<file path="src/fs_pkg.sv">
package fs_pkg;

  // ----------------------------------------
  // register map
  // ----------------------------------------
  localparam logic [6:0] FSC_ADDR      = 7'h02;
  localparam int         FORCE_BIT     = 2;
  localparam int         CNT_LSB       = 0;
  localparam int         CNT_MSB       = 1;
  localparam logic [1:0] CNT_RESET     = 2'h0;
  localparam logic [1:0] CNT_MAX       = 2'h3;
  localparam logic [1:0] CNT_ONE       = 2'h1;
  localparam logic       FORCE_RESET   = 1'h0;
  localparam logic [4:0] FSC_RSVD      = 5'h00;
  localparam logic [7:0] RDATA_UNMAP   = 8'h00;

  // ----------------------------------------
  // serial frame
  // ----------------------------------------
  localparam logic [3:0] BIT_LAST_HDR  = 4'h7;
  localparam logic [3:0] BIT_FIRST_DAT = 4'h8;
  localparam logic [3:0] BIT_LAST_DAT  = 4'hf;
  localparam logic [3:0] BIT_ONE       = 4'h1;
  localparam logic [3:0] BIT_ZERO      = 4'h0;

  // ----------------------------------------
  // timing
  // ----------------------------------------
  localparam int         CLK_PERIOD_NS = 20;
  localparam int         TMR_W         = 20;

  typedef enum logic [1:0] {
    FS_SPI_IDLE = 2'h0,
    FS_SPI_HDR  = 2'h1,
    FS_SPI_DAT  = 2'h3,
    FS_SPI_DONE = 2'h2
  } fs_spi_state_type;

  typedef struct packed {
    logic [6:0] addr;
    logic [7:0] wdata;
    logic       wr;
  } fs_spi_req_type;

endpackage : fs_pkg

</file>
<file path="src/fs_limp_home.sv">
`timescale 1ns/1ps
`default_nettype none
module fs_limp_home #(
  parameter int unsigned LIMP_DELAY_NS  = 100000,
  parameter int unsigned LIMP_DELAY_CYC =
    (LIMP_DELAY_NS + fs_pkg::CLK_PERIOD_NS - 1) / fs_pkg::CLK_PERIOD_NS
) (
  input  wire logic sys_clk,
  input  wire logic reset_n,
  input  wire logic reset_mode,
  input  wire logic forced_normal_config,
  input  wire logic overtemp,
  input  wire logic spi_sck,
  input  wire logic spi_csn,
  input  wire logic spi_mosi,
  output logic      spi_miso,
  output logic      spi_miso_oe,
  output logic      limp_out,
  output logic      limp_oe
);

  // ----------------------------------------
  // helpers
  // ----------------------------------------
  localparam logic [fs_pkg::TMR_W-1:0] DELAY = fs_pkg::TMR_W'(LIMP_DELAY_CYC);

  function automatic logic [fs_pkg::TMR_W-1:0] tmr_next(
    input logic                      cond,
    input logic [fs_pkg::TMR_W-1:0] cnt
  );
    if (!cond) begin
      tmr_next = '0;
    end else if (cnt == DELAY) begin
      tmr_next = cnt;
    end else begin
      tmr_next = cnt + fs_pkg::TMR_W'(1);
    end
  endfunction : tmr_next

  // ----------------------------------------
  // register access
  // ----------------------------------------
  fs_pkg::fs_spi_req_type req;
  logic                   force_q;
  logic [1:0]             evt_cnt_q;

  wire logic       fsc_hit = (req.addr == fs_pkg::FSC_ADDR);
  wire logic       wr_fsc  = req.wr & fsc_hit;
  wire logic [7:0] rdata   = fsc_hit ? {fs_pkg::FSC_RSVD, force_q, evt_cnt_q} : fs_pkg::RDATA_UNMAP;

  fs_spi_slave u_spi (
    .sys_clk     (sys_clk),
    .reset_n     (reset_n),
    .spi_sck     (spi_sck),
    .spi_csn     (spi_csn),
    .spi_mosi    (spi_mosi),
    .rdata       (rdata),
    .req         (req),
    .spi_miso    (spi_miso),
    .spi_miso_oe (spi_miso_oe)
  );

  // ----------------------------------------
  // overtemperature synchroniser
  // ----------------------------------------
  logic ot_meta_q;
  logic ot_q;

  always_ff @(posedge sys_clk or negedge reset_n) begin
    if (!reset_n) begin
      ot_meta_q <= 1'h0;
      ot_q      <= 1'h0;
    end else begin
      ot_meta_q <= overtemp;
      ot_q      <= ot_meta_q;
    end
  end

  // ----------------------------------------
  // delay timers
  // ----------------------------------------
  logic [fs_pkg::TMR_W-1:0] ot_cnt_q;
  logic [fs_pkg::TMR_W-1:0] dw_cnt_q;
  logic                     rst_mode_q;

  always_ff @(posedge sys_clk or negedge reset_n) begin
    if (!reset_n) begin
      ot_cnt_q   <= '0;
      dw_cnt_q   <= '0;
      rst_mode_q <= 1'h0;
    end else begin
      ot_cnt_q   <= tmr_next(ot_q, ot_cnt_q);
      dw_cnt_q   <= tmr_next(reset_mode, dw_cnt_q);
      rst_mode_q <= reset_mode;
    end
  end

  // saturating at the delay keeps the trigger a level, so a clear write cannot win
  // overtemperature and reset dwell expiry
  wire logic ot_exp   = ot_q & (ot_cnt_q == DELAY);
  wire logic dw_exp   = reset_mode & (dw_cnt_q == DELAY);

  // ----------------------------------------
  // fail-safe control
  // ----------------------------------------
  wire logic fnm      = forced_normal_config;
  wire logic entry    = reset_mode & ~rst_mode_q & ~fnm;
  wire logic overflow  = entry & (evt_cnt_q == fs_pkg::CNT_MAX);
  wire logic set_force = ~fnm & (overflow | ot_exp | dw_exp);

  wire logic       wr_force = req.wdata[fs_pkg::FORCE_BIT];
  wire logic [1:0] wr_cnt   = req.wdata[fs_pkg::CNT_MSB:fs_pkg::CNT_LSB];

  wire logic       force_d   = fnm       ? 1'h0 :
                               set_force ? 1'h1 :
                               wr_fsc    ? wr_force : force_q;
  wire logic [1:0] evt_cnt_d = entry     ? evt_cnt_q + fs_pkg::CNT_ONE :
                               wr_fsc    ? wr_cnt : evt_cnt_q;

  always_ff @(posedge sys_clk or negedge reset_n) begin
    if (!reset_n) begin
      force_q   <= fs_pkg::FORCE_RESET;
      evt_cnt_q <= fs_pkg::CNT_RESET;
      limp_out  <= 1'h0;
      limp_oe   <= 1'h0;
    end else begin
      force_q   <= force_d;
      evt_cnt_q <= evt_cnt_d;
      limp_out  <= 1'h0;
      limp_oe   <= force_d;
    end
  end
endmodule : fs_limp_home
`default_nettype wire

</file>
<file path="src/fs_spi_slave.sv">
`timescale 1ns/1ps
`default_nettype none
module fs_spi_slave (
  input  wire logic              sys_clk,
  input  wire logic              reset_n,
  input  wire logic              spi_sck,
  input  wire logic              spi_csn,
  input  wire logic              spi_mosi,
  input  wire logic [7:0]        rdata,
  output fs_pkg::fs_spi_req_type req,
  output logic                   spi_miso,
  output logic                   spi_miso_oe
);

  // ----------------------------------------
  // pin synchronisers
  // ----------------------------------------
  logic [2:0] meta_q;
  logic [2:0] sync_q;
  logic       sck_prev_q;

  always_ff @(posedge sys_clk or negedge reset_n) begin
    if (!reset_n) begin
      meta_q     <= 3'h1;
      sync_q     <= 3'h1;
      sck_prev_q <= 1'h0;
    end else begin
      meta_q     <= {spi_sck, spi_mosi, spi_csn};
      sync_q     <= meta_q;
      sck_prev_q <= sync_q[2];
    end
  end

  wire logic cs_act = ~sync_q[0];
  wire logic mosi   = sync_q[1];
  wire logic rise   = sync_q[2] & ~sck_prev_q;
  wire logic fall   = ~sync_q[2] & sck_prev_q;

  // ----------------------------------------
  // frame engine
  // ----------------------------------------
  // sck is oversampled, so it must stay well below a quarter of sys_clk
  fs_pkg::fs_spi_state_type state_q;
  logic [3:0]               cnt_q;
  logic [7:0]               sh_q;
  logic [7:0]               tx_q;
  logic                     ro_q;

  wire logic [7:0] sh_d = {sh_q[6:0], mosi};

  always_ff @(posedge sys_clk or negedge reset_n) begin
    if (!reset_n) begin
      state_q     <= fs_pkg::FS_SPI_IDLE;
      cnt_q       <= fs_pkg::BIT_ZERO;
      sh_q        <= 8'h00;
      tx_q        <= 8'h00;
      ro_q        <= 1'h1;
      req         <= '0;
      spi_miso    <= 1'h0;
      spi_miso_oe <= 1'h0;
    end else begin
      req.wr      <= 1'h0;
      spi_miso_oe <= cs_act;
      if (!cs_act) begin
        state_q <= fs_pkg::FS_SPI_IDLE;
        cnt_q   <= fs_pkg::BIT_ZERO;
      end else begin
        case (state_q)
          fs_pkg::FS_SPI_IDLE: begin
            state_q <= fs_pkg::FS_SPI_HDR;
          end
          fs_pkg::FS_SPI_HDR: begin
            if (rise) begin
              sh_q  <= sh_d;
              cnt_q <= cnt_q + fs_pkg::BIT_ONE;
              if (cnt_q == fs_pkg::BIT_LAST_HDR) begin
                req.addr <= sh_q[6:0];
                ro_q     <= mosi;
                state_q  <= fs_pkg::FS_SPI_DAT;
              end
            end
          end
          fs_pkg::FS_SPI_DAT: begin
            if (fall) begin
              if (cnt_q == fs_pkg::BIT_FIRST_DAT) begin
                spi_miso <= rdata[7];
                tx_q     <= {rdata[6:0], 1'h0};
              end else begin
                spi_miso <= tx_q[7];
                tx_q     <= {tx_q[6:0], 1'h0};
              end
            end
            if (rise) begin
              sh_q  <= sh_d;
              cnt_q <= cnt_q + fs_pkg::BIT_ONE;
              if (cnt_q == fs_pkg::BIT_LAST_DAT) begin
                req.wdata <= sh_d;
                req.wr    <= ~ro_q;
                state_q   <= fs_pkg::FS_SPI_DONE;
              end
            end
          end
          fs_pkg::FS_SPI_DONE: begin
            state_q <= fs_pkg::FS_SPI_DONE;
          end
          default: begin
            state_q <= fs_pkg::FS_SPI_IDLE;
          end
        endcase
      end
    end
  end

endmodule : fs_spi_slave
`default_nettype wire

</file>
<file path="config.mk">
export PLATFORM = sky130hd
export DESIGN_NAME = fs_limp_home
export DESIGN_NICKNAME = d
export VERILOG_FILES = /design/src/fs_pkg.sv /design/src/fs_limp_home.sv /design/src/fs_spi_slave.sv
export SDC_FILE = /design/constraint.sdc
export NUM_CORES = 1
export LEC_CHECK = 0
export ABC_AREA = 1
export BUFFER_PORTS_ARGS = -buffer_cell sky130_fd_sc_hd__buf_2
export CAP_MARGIN = 20
export CORE_MARGIN = 2
export CORE_UTILIZATION = 40
export DETAILED_ROUTE_END_ITERATION = 8
export GPL_ROUTABILITY_DRIVEN = 1
export SETUP_SLACK_MARGIN = 0.1
export SYNTH_ARGS = -nofsm -noshare
export SYNTH_HDL_FRONTEND = slang
export SYNTH_SLANG_ARGS = --single-unit
</file>
<file path="constraint.sdc">
create_clock -name sys_clk -period 3 [get_ports sys_clk]
set_input_delay 0.15 -clock sys_clk [delete_from_list [all_inputs] [get_ports sys_clk]]
set_output_delay 0.15 -clock sys_clk [all_outputs]
set_load 0.005 [all_outputs]
</file>
* Word level (Yosys, flattened, before mapping)
Cells that the tools add are included.
** Word-level totals
- Register bits after elaboration :: 88
- Bits in latches :: 0
- Memory bits (writable) :: 0
- Memory bits (read-only) :: 0
- Input port bits :: 8
- Output and inout port bits :: 4
- Word-level logic and storage cells :: 94
- Memories kept :: 0
** Operators by class
- $add $sub $neg :: 4
- Multipliers :: 0
- Divide/modulo/power cells :: 0
- Magnitude comparators :: 0
- Equality and inequality tests :: 16
- Shifts and indexed selects :: 0
- Mux-type cells :: 25
- Bitwise logic cells :: 17
- Reductions and logical operators :: 12
** Operators with widths (number)
- $mux W20 :: 4
- $add A20 B1 Y20 const B :: 2
- $eq A20 B13 Y1 const B :: 2
- $mux W2 :: 7
- $mux W4 :: 3
- $ne A3 B1 Y1 const B :: 4
- $reduce_and A4 Y1 :: 3
- $and A1 B1 Y1 :: 9
- $eq A4 B4 Y1 const B :: 2
- $mux W1 :: 8
- $mux W8 :: 1
- $pmux W2 S4 :: 1
- $eq A7 B2 Y1 const B :: 1
- $eq A2 B2 Y1 const B :: 3
- $not A1 Y1 :: 6
- $reduce_and A3 Y1 :: 2
- $reduce_bool A2 Y1 :: 3
- $add A4 B1 Y4 const B :: 1
- $eq A4 B3 Y1 const B :: 1
- $ne A2 B2 Y1 const B :: 2
- $mux W3 :: 1
- $reduce_bool A3 Y1 :: 1
- $add A2 B1 Y2 const B :: 1
- $eq A2 B1 Y1 const B :: 1
- 4 further kinds :: 5

* Longest topological paths before layout
Gate-level depths: netlist (run 1).
- Depth after elaboration :: 9
- Depth in mapped cells :: 11
- Depth with buffers taken out :: 11

* By module
Synthesis (run 1) repeated with hierarchy kept, for this count alone.
** Unflattened totals
- Cell total of the unflattened synthesis :: 602
- Area total of the unflattened synthesis :: 4795.8 um^2
** Modules (own cells, without submodules)
- fs_limp_home :: instances 1, cells an instance 392, area an instance 2832.7 um^2, seq. area each 1151.1 um^2
- fs_spi_slave :: instances 1, cells an instance 210, area an instance 1963.1 um^2, seq. area each 1154.9 um^2

* Worst setup path before layout (run 1)
No wires, ideal clock.
- Path type :: register to register
- Start :: register dw_cnt_q[0] (netlist bit)
- End :: register dw_cnt_q[18] (netlist bit)
- Library setup time :: 0.117 ns
- Arrival time :: 1.220 ns
- Required time :: 2.883 ns
- Path slack :: 1.664 ns
- Stages on the path, launching flop included :: 11
- Buffers on the path :: 0
- Period minus slack after synthesis :: 1.336 ns
- Cell sequence :: dfrtp_1 -> ha_1 -> nand2_1 -> inv_1 -> nand2_2 -> nor2_4 -> nand2_2 -> nor2_2 -> nand2_1 -> nor2_1 -> nor2_1
** On the way
- Word-level cells in the longest chain between the ends :: 3
- Elaborated cells on any way between the ends :: 5
- Those cells by class :: add/sub: 1; eq/ne: 2; mux: 2
** RTL lines
- start, declared :: line fs_limp_home.sv:83 : logic [fs_pkg::TMR_W-1:0] dw_cnt_q;
- start signal, assigned :: line fs_limp_home.sv:93 : dw_cnt_q <= tmr_next(reset_mode, dw_cnt_q);
- $add A20 B1 Y20 :: line fs_limp_home.sv:36 : tmr_next = cnt + fs_pkg::TMR_W'(1);
- $mux W20 :: line fs_limp_home.sv:33 : end else if (cnt == DELAY) begin
- $mux W20 :: line fs_limp_home.sv:31 : if (!cond) begin
Several ways; a longest one is shown, not always the timed one. The select of a mux whose other input is x is not followed.
A chain may end at the register's enable or synchronous reset.

* Worst setup path after layout (run 1)
- Start :: register dw_cnt_q[2] (netlist bit)
- End :: register dw_cnt_q[15] (netlist bit)
Same word-level chain as after synthesis.

==> results.json, run 1 <==
{
  "antenna_found_initial": 0,
  "ys_seq_elements": 87,
  "cts_buffers": 9,
  "rows": 37,
  "drt_iter0_markers": 152,
  "clk_root_buffer_cell": "clkbuf_8",
  "status": "completed",
  "grt_start_max_net_pins": 55,
  "syn-cell-area_sq_mm": 0.00431,
  "final_core_util": 0.460,
  "hp-class": "in2reg",
  "io_pins": 12,
  "final_antenna_net_count": 0,
  "routed_wl_mm": 8.36,
  "total_power_uw": 2280,
  "n_antenna_cell": 0,
  "ys_seq_area_frac": 0.507,
  "cts_max_path_buffers": 2,
  "grt_usage": 0.160,
  "worst_setup_path_start_kind": "register",
  "synth-edff-count": 0,
  "min_period_over_period": 0.520,
  "hpwl_mm": 5.92,
  "maxCapViolations": 0,
  "synth_fa_ha_area_frac": 0.0203,
  "finalSetupViolCount": 0,
  "syn_area_per_cell_sq_um": 8.20,
  "cts_tree": "yes",
  "synthArstFlopShare": 1.00,
  "cp_max_fo": 6,
  "path_class": "reg2reg",
  "tightestPinTransition_ns": 0.699,
  "worstPathRequired_ns": 3.29,
  "tns_ns": 0,
  "yosysTopAreaCell": "dfrtp_1",
  "fp.coreArea_sq_mm": 0.0104,
  "hold_viol": 0,
  "peakVddDrop_uv": 271,
  "cpPeakStageDelay_ns": 0.42,
  "period_needed_ns": 1.56,
  "p_per_area_mw_per_mm2": 478,
  "power_leakage_uw": 0.00220,
  "numPortBuffers": 10,
  "muxShareOfSynthArea": 0,
  "post-route-drc-count": 0,
  "finClkSkew_ns": 0.0103,
  "postCtsSetupBuffers": 0,
  "initial_core_util": 0.415,
  "syn_nets": 540,
  "synth_top_area_frac": 0.488,
  "ys_top_cells_by_count": "nand2_1, dfrtp_1, nor2_1, inv_1, nand3_1",
  "synth_compound_area_frac": 0.0930,
  "grt_pass1_vias": 3207,
  "multi_input_area_sq_mm": 0.00182,
  "regArea_sq_mm": 0.00218,
  "synthSimpleGateAreaFrac": 0.298,
  "nFillCells": 1033,
  "final-max-slew-violation-count": 0,
  "clk_latency_ns": 0.36,
  "htree_levels": 3,
  "grt_pass1_wl_mm": 14.7,
  "area.growth.synth_to_final_pct": 10.7,
  "cp_cell_sequence": "nand3_1, nor3_1, nand3_1, nand2_1, nand2_1, nor2_1",
  "slew_headroom": 0.534,
  "routedWlPerCell_microns": 12.1,
  "die_area_sq_mm": 0.0116,
  "fmax_mhz": 641,
  "drive_above_1_share": 0.127,
  "drtPass1Iterations": 5,
  "synth.distinct_cells": 35,
  "yosysMostFrequentCell": "nand2_1",
  "synthFlopType": "dfrtp_1",
  "die_w_microns": 108,
  "slowest_stage": "dfrtp_1",
  "synthCells": 525,
  "vias": 3357,
  "end_kind": "register",
  "yosys_warnings": 0,
  "rsz0062_at_grt": "false",
  "synth.area.top_cells": "dfrtp_1, nand2_1, nor2_1, inv_1, nand3_1",
  "holdWs_ns": 0.0769,
  "layout.nets": 563,
  "cts.sinks": 87,
  "synth_xor_area_frac": 0.0102,
  "r2r_slack_ns": 1.44,
  "path_clk_slew_ns": 0.08,
  "die_h_microns": 108,
  "viasPerCell": 4.87,
  "worst_ep_arrival_time_ns": 1.85,
  "place.gp.congestion": 0.864,
  "synth_top_family_by_area": "simple AND/OR/NAND/NOR gates",
  "grt_remaining_overflow": 0
}
==> cell families after synthesis <==
kind of cell	Yosys count
DFF	87
and+or+nand+nor	283
xor gates and xnor gates	5
adders and majority gates	7
buffers and inverters	74
AOI/OAI and AO/OA	68
other	1
==> where the power goes <==
group	leakage (uW)	switching (uW)	total (uW)	internal [uW]
Sequential	0.00117	38.9	1250	1220
Clock	0.000107	412	883	471
Combinational	0.000926	91.2	140	49.1
Total	0.00220	542	2280	1740
==> worst paths after layout <==
check	startpoint	end	cells after the start
setup / recovery	dw_cnt_q[2]$_DFFE_PN0N_	dw_cnt_q[15]$_DFFE_PN0N_	6
hold / removal	reset_mode	rst_mode_q$_DFF_PN0_	1
setup reg to reg	dw_cnt_q[2]$_DFFE_PN0N_	dw_cnt_q[15]$_DFFE_PN0N_	6
hold reg to reg	u_spi.meta_q[1]$_DFF_PN0_	u_spi.sync_q[1]$_DFF_PN0_	0
max in group asynchronous	reset_n	u_spi.meta_q[0]$_DFF_PN1_	3
min in group asynchronous	reset_n	u_spi.tx_q[7]$_DFFE_PN0P_	2
==> per-stage QoR <==
step / area (sq um) / setup WS, ns / std cells
after detailed placement: 4490 / 1.47 / 667
after global placement: 4490 / 1.53 / 667
after floorplan: 4310 / 1.66 / 525
after global routing: 4770 / 1.28 / 689
after CTS: 4770 / 1.45 / 689
final: 4770 / 1.44 / 689
==> critical path: cells and delay by family (launching register included) <==
family           cells  cell delay [ns]
flip-flops           1             0.42
AND/OR/NAND/NOR      6             1.07
==> state kept, by name (all words and copies together), names as in the netlist <==
name	cells
u_spi.req	11
evt_cnt_q	2
u_spi.tx_q	7
u_spi.state_q	2
dw_cnt_q	20
limp_oe	1
u_spi.sh_q	7
ot_q	1
ot_meta_q	1
rst_mode_q	1
u_spi.spi_miso_oe	1
u_spi.sync_q	3
u_spi.cnt_q	4
u_spi.spi_miso	1
ot_cnt_q	20
u_spi.sck_prev_q	1
u_spi.ro_q	1
u_spi.meta_q	3
==> cell usage in the layout (no fill, tap or decap), types with 2 or more instances in the layout <==
master / count
nor2_1: 81
o21ai_2: 11
nand2_1: 114
ha_1: 7
bufinv_16: 2
clkinv_4: 2
nor2_4: 4
dfrtp_1: 84
nand3_1: 35
clkbuf_1: 2
buf_4: 3
nor3_4: 3
inv_1: 63
nor2_2: 5
xnor2_1: 2
nand3b_1: 2
o21ai_0: 31
dfstp_2: 3
nand2_2: 8
nor3_1: 19
xor2_1: 3
inv_2: 5
a31oi_1: 4
dlygate4sd3_1: 6
nand4_1: 5
a21oi_1: 19
buf_2: 9
clkbuf_8: 9
==> area by class of cell <==
cell class                 count  share of cell area
clock inverter                 5              0.0173
sequential                    87               0.458
timing repair buffer          18              0.0268
tap                          136              0.0357
clock buffer                  11              0.0276
multi-input combinational    364               0.381
inverter                      68              0.0536
==> repair_timing <==
item                      4_1_cts  5_1_grt
hold endpoints to repair       56        0
hold buffers                    6        0
gates resized for setup         0        0
==> per-layer routing <==
metal  vias to the layer above  GRT usage  part of all wire
li1                       1717          -                 -
met1                      1571      0.216              0.49
met2                        59      0.252              0.46
met3                        10     0.0387             0.039
met4                         0     0.0568             0.016
met5                         -          0                 0
Note: power is estimated with default switching activity, not from simulation.
==> inputs of run 2 (changes only) <==
==> constraint.sdc (replaced) <==
create_clock -name sys_clk -period 1.6 [get_ports sys_clk]
set_input_delay 0.08 -clock sys_clk [delete_from_list [all_inputs] [get_ports sys_clk]]
set_output_delay 0.08 -clock sys_clk [all_outputs]
set_load 0.005 [all_outputs]
==> results.json, run 2 (synthesis gave the netlist of run 1 again) <==
{
  "status": "completed",
  "fp.coreArea_sq_mm": 0.0104,
  "hpwl_mm": 6.00,
  "clkPwrFrac": 0.365,
  "maxCapViolations": 0,
  "power_leakage_uw": 0.00242,
  "final_antenna_net_count": 0,
  "drive_above_1_share": 0.223,
  "htree_levels": 3,
  "antenna_found_initial": 0,
  "cts.sinks": 87,
  "cp_cell_sequence": "ha_2, nand2_2, inv_2, nand2_4, nor2_4, nand3b_1, buf_4, nor3_4, nor2_1",
  "cts_tree": "yes",
  "worst_ep_arrival_time_ns": 1.80,
  "period_needed_ns": 1.55,
  "finClkSkew_ns": 0.0209,
  "regToRegEndpoint": "dw_cnt_q[16]$_DFFE_PN0N_",
  "crit_buf_inv": 2,
  "grt_remaining_overflow": 0,
  "cts_buffers": 9,
  "rsz0062_at_grt": "true",
  "seqPwrFrac": 0.555,
  "final-max-slew-violation-count": 0,
  "routed_wl_mm": 8.76,
  "final_core_util": 0.497,
  "cts_max_path_buffers": 2,
  "r2r_cells": 9,
  "min_period_over_period": 0.968,
  "p_per_area_mw_per_mm2": 823,
  "drt_iter0_markers": 134,
  "slowest_stage": "dfrtp_1",
  "swShare": 0.257,
  "die_h_microns": 108,
  "cp_top_family": "simple AND/OR/NAND/NOR gates",
  "power_frac_comb": 0.080,
  "fin_ws_ns": 0.0508,
  "n_antenna_cell": 0,
  "path_clk_slew_ns": 0.08,
  "internal_power_uw": 3150,
  "r2r_slack_ns": 0.05,
  "grt_pass1_vias": 3313,
  "area.growth.synth_to_final_pct": 19.6,
  "reg_top3": "dw_cnt_q x20, ot_cnt_q x20, u_spi.req x11",
  "rows": 37,
  "final_cell_mix": "nand2_1, dfrtp_1, nor2_1, inv_1, nand3_1",
  "worstSetupPathDepth": 9,
  "die_area_sq_mm": 0.0116,
  "fmax_mhz": 645,
  "grt_usage": 0.159,
  "hold_viol": 0,
  "die_w_microns": 108,
  "grt_pass1_wl_mm": 14.7,
  "drtPass1Iterations": 4,
  "routedWlPerCell_microns": 12.3,
  "crit_path_end": "dw_cnt_q[16]$_DFFE_PN0N_",
  "final_common_cell": "nand2_1",
  "numPortBuffers": 10,
  "finalSetupViolCount": 0,
  "startpoint": "dw_cnt_q[0]$_DFFE_PN0N_",
  "end_kind": "register",
  "place_ws_ns": 0.0859,
  "cp_max_fo": 5,
  "initial_core_util": 0.415,
  "io_pins": 12,
  "clk_latency_ns": 0.37,
  "grt_start_max_net_pins": 35,
  "viasPerCell": 4.87,
  "r2r-start": "dw_cnt_q[0]$_DFFE_PN0N_",
  "vias": 3477,
  "peakVddDrop_uv": 505,
  "hp-class": "in2reg",
  "p_sw_uw": 1090,
  "place.gp.congestion": 0.886,
  "worst_setup_path_start_kind": "register",
  "tns_ns": 0,
  "worstPathRequired_ns": 1.85,
  "clk_root_buffer_cell": "clkbuf_8",
  "nFillCells": 1012,
  "post-route-drc-count": 0,
  "path_class": "reg2reg",
  "layout.nets": 588,
  "cpPeakStageDelay_ns": 0.42
}
run 2: changes by cell type in the layout (fill, tap and decap cells not counted), sizes merged:
cell	previous run	this run
buf	12	36
inv	68	70
bufinv	2	1
clkbuf	11	10
clkinv	3	2
clkinvlp	0	1
nand2	123	124
run 2: routing by layer:
| metal | global-route usage | wire (microns) |
|---|---|---|
| met5 | 0 | 0 |
| met3 | 0.0381 | 216 |
| met1 | 0.212 | 4320 |
| met2 | 0.258 | 4120 |
| met4 | 0.0485 | 99 |
run 2: worst min path at each step:
| stage | from | endpoint | slack (ns) | cells past startpoint |
|---|---|---|---|---|
| after floorplan | reset_n | dw_cnt_q[0]$_DFFE_PN0N_ | -0.22 | 0 |
| after global placement | reset_n | ot_meta_q$_DFF_PN0_ | 0.07 | 1 |
| after detailed placement | reset_n | ot_meta_q$_DFF_PN0_ | 0.07 | 1 |
| after CTS | reset_mode | rst_mode_q$_DFF_PN0_ | 0.06 | 2 |
| after global routing | reset_mode | rst_mode_q$_DFF_PN0_ | 0.07 | 2 |
| final | reset_mode | dw_cnt_q[17]$_DFFE_PN0N_ | 0.08 | 3 |
run 2: area by class of cell:
type / instances / area, sq um / area share
clock buffer: 10 / 128 / 0.0248
clock inverter: 6 / 68.8 / 0.0134
inverter: 68 / 258 / 0.0500
multi-input combinational: 365 / 1990 / 0.387
sequential: 87 / 2180 / 0.424
tap: 136 / 170 / 0.0330
timing repair buffer: 42 / 349 / 0.0678
run 2: power by group through the flow:
stage	registers [uW]	clock network (uW)	logic, uW
3_3_place_gp	2390	0	272
6_report	2350	1550	337
4_1_cts	2350	1610	303
5_1_grt	2370	1710	395
3_5_place_dp	2390	0	287
2_1_floorplan	2380	0	165
run 2: worst min-delay path: stages:
cell and delay, ns:
buf_2 0.10, inv_2 0.10, nor2_1 0.11
run 2: metrics by stage:
stage | power [uW] | instances | area (sq um) | hold WS, ns
floorplan | 2540 | 525 | 4310 | -0.216
global placement | 2660 | 671 | 4550 | 0.0678
detailed placement | 2680 | 671 | 4550 | 0.0660
CTS | 4260 | 694 | 4820 | 0.0642
global route | 4470 | 714 | 5150 | 0.0702
finish | 4240 | 714 | 5150 | 0.0821
run 2: repair_timing:
action	4_1_cts	5_1_grt
pin swaps	0	24
buffers inserted	1	19
setup endpoints to repair	10	45
gates resized for setup	1	53
hold buffers	6	0
cloned	0	1
hold endpoints to repair	35	0
==> inputs of run 3 (changes only) <==
--- a/config.mk
+++ b/config.mk
@@ -8,10 +8,14 @@
 export ABC_AREA = 1
 export BUFFER_PORTS_ARGS = -buffer_cell sky130_fd_sc_hd__buf_2
 export CAP_MARGIN = 20
+export CELL_PAD_IN_SITES_DETAIL_PLACEMENT = 0
+export CELL_PAD_IN_SITES_GLOBAL_PLACEMENT = 1
+export CORE_ASPECT_RATIO = 0.6
 export CORE_MARGIN = 2
 export CORE_UTILIZATION = 40
 export DETAILED_ROUTE_END_ITERATION = 8
 export GPL_ROUTABILITY_DRIVEN = 1
+export PLACE_DENSITY_LB_ADDON = 0.1
 export SETUP_SLACK_MARGIN = 0.1
 export SYNTH_ARGS = -nofsm -noshare
 export SYNTH_HDL_FRONTEND = slang
==> results.json, run 3 (synthesis gave the netlist of run 1 again) <==
{
  "cpPeakStageDelay_ns": 0.41,
  "die_w_microns": 138,
  "slowest_stage": "dfrtp_1",
  "post-route-drc-count": 0,
  "grt_start_max_net_pins": 34,
  "end_kind": "register",
  "maxCapViolations": 0,
  "p_sw_uw": 1200,
  "die_area_sq_mm": 0.0116,
  "cts.sinks": 87,
  "routed_wl_mm": 9.43,
  "initial_core_util": 0.409,
  "routedWlPerCell_microns": 13.2,
  "min_period_over_period": 0.952,
  "multi_input_area_sq_mm": 0.00202,
  "worstPathRequired_ns": 1.87,
  "clk_latency_ns": 0.34,
  "finClkSkew_ns": 0.00524,
  "swShare": 0.241,
  "period_needed_ns": 1.52,
  "rows": 29,
  "place.gp.congestion": 0.823,
  "reg_top3": "dw_cnt_q x20, ot_cnt_q x20, u_spi.req x11",
  "rsz0062_at_grt": "true",
  "cts_max_path_buffers": 2,
  "worst_ep_arrival_time_ns": 1.79,
  "regArea_sq_mm": 0.00219,
  "status": "completed",
  "wl_met3_microns": 295,
  "drive_above_1_share": 0.227,
  "hp-class": "in2reg",
  "cp_cell_sequence": "ha_2, nand2_2, inv_2, nand2_4, nor2_4, inv_2, nor2_4, a21oi_2, nor3_2",
  "met1Wirelength_mm": 5.25,
  "holdWs_ns": 0.0982,
  "htree_levels": 3,
  "hpwl_mm": 6.50,
  "path_class": "reg2reg",
  "cts_buffers": 9,
  "layout.nets": 586,
  "grt_usage": 0.172,
  "final_cell_mix": "nand2_1, dfrtp_1, nor2_1, inv_1, nand3_1",
  "wl_met2_mm": 3.81,
  "numPortBuffers": 10,
  "final-max-slew-violation-count": 0,
  "power_frac_comb": 0.064,
  "top_layer": "met4",
  "io_pins": 12,
  "antenna_found_initial": 0,
  "nFillCells": 991,
  "cts_tree": "yes",
  "finalSetupViolCount": 0,
  "tns_ns": 0,
  "peakVddDrop_uv": 528,
  "clk_root_buffer_cell": "clkbuf_16",
  "cp_max_fo": 4,
  "fp.coreArea_sq_mm": 0.0105,
  "area.growth.synth_to_final_pct": 22.7,
  "n_antenna_cell": 0,
  "internal_power_uw": 3790,
  "path_clk_slew_ns": 0.07,
  "worst_setup_path_start_kind": "register",
  "vias": 3417,
  "p_per_area_mw_per_mm2": 945,
  "die_h_microns": 84.4,
  "power_leakage_uw": 0.00242,
  "final_common_cell": "nand2_1",
  "drt_iter0_markers": 192,
  "fmax_mhz": 656,
  "grt_pass1_vias": 3185,
  "final_antenna_net_count": 0,
  "hold_viol": 0,
  "clkPwrFrac": 0.463,
  "seqPwrFrac": 0.473,
  "grt_pass1_wl_mm": 15.4,
  "viasPerCell": 4.78,
  "drtPass1Iterations": 4,
  "grt_remaining_overflow": 0
}
-- run 3: what timing repair did --
item,CTS,global route
setup endpoints to repair,11,41
hold buffers,6,0
gates cloned,0,2
resized for setup,1,59
buffers inserted,1,12
pin swaps,0,20
hold endpoints to repair,34,0
-- run 3: stage by stage --
| step | util | std cells | power [uW] | worst slack, ns | cell area, sq um |
|---|---|---|---|---|---|
| after detailed placement | 0.435 | 678 | 2680 | 0.0887 | 4580 |
| after global placement | 0.435 | 678 | 2670 | 0.111 | 4580 |
| after CTS | 0.473 | 701 | 5020 | 0.0968 | 4980 |
| after global routing | 0.502 | 715 | 5200 | -0.0507 | 5280 |
| final | 0.502 | 715 | 4990 | 0.0763 | 5280 |
| after floorplan | - | 525 | 2540 | 0.264 | 4310 |
-- run 3: final cells by class --
type	count	share of cell area
tap	139	0.0329
multi-input combinational	366	0.383
clock buffer	9	0.0426
sequential	87	0.414
timing repair buffer	39	0.0602
clock inverter	7	0.0194
inverter	68	0.0483
-- run 3: final timing paths --
check	start	to	slack, ns	cells past startpoint
setup / recovery	dw_cnt_q[0]$_DFFE_PN0N_	dw_cnt_q[10]$_DFFE_PN0N_	0.08	9
hold / removal	reset_mode	rst_mode_q$_DFF_PN0_	0.1	2
setup reg to reg	dw_cnt_q[0]$_DFFE_PN0N_	dw_cnt_q[10]$_DFFE_PN0N_	0.08	9
hold reg to reg	ot_meta_q$_DFF_PN0_	ot_q$_DFF_PN0_	0.36	0
max in group asynchronous	reset_n	u_spi.ro_q$_DFFE_PN1P_	0.76	3
min in group asynchronous	reset_n	dw_cnt_q[10]$_DFFE_PN0N_	0.24	2
-- run 3: power by group through the flow --
stage               clock network [uW]  registers [uW]  logic, uW
finish                            2310            2360        318
global route                      2450            2370        375
CTS                               2370            2350        299
detailed placement                   0            2390        283
global placement                     0            2390        278
floorplan                            0            2380        165
-- run 3: critical path, delay by kind of cell, from the launching register on --
family / cells / cell delay (ns)
adders and majority gates: 1 / 0.21
AOI/OAI and AO/OA: 1 / 0.08
buffers and inverters: 2 / 0.16
and+or+nand+nor: 5 / 0.59
DFF: 1 / 0.41
-- run 3: per-layer routing --
metal  GRT usage  vias to the layer above
met2       0.231                       49
met4      0.0501                        0
met3      0.0465                        6
met5           0                        -
met1       0.267                     1580
li1            -                     1782
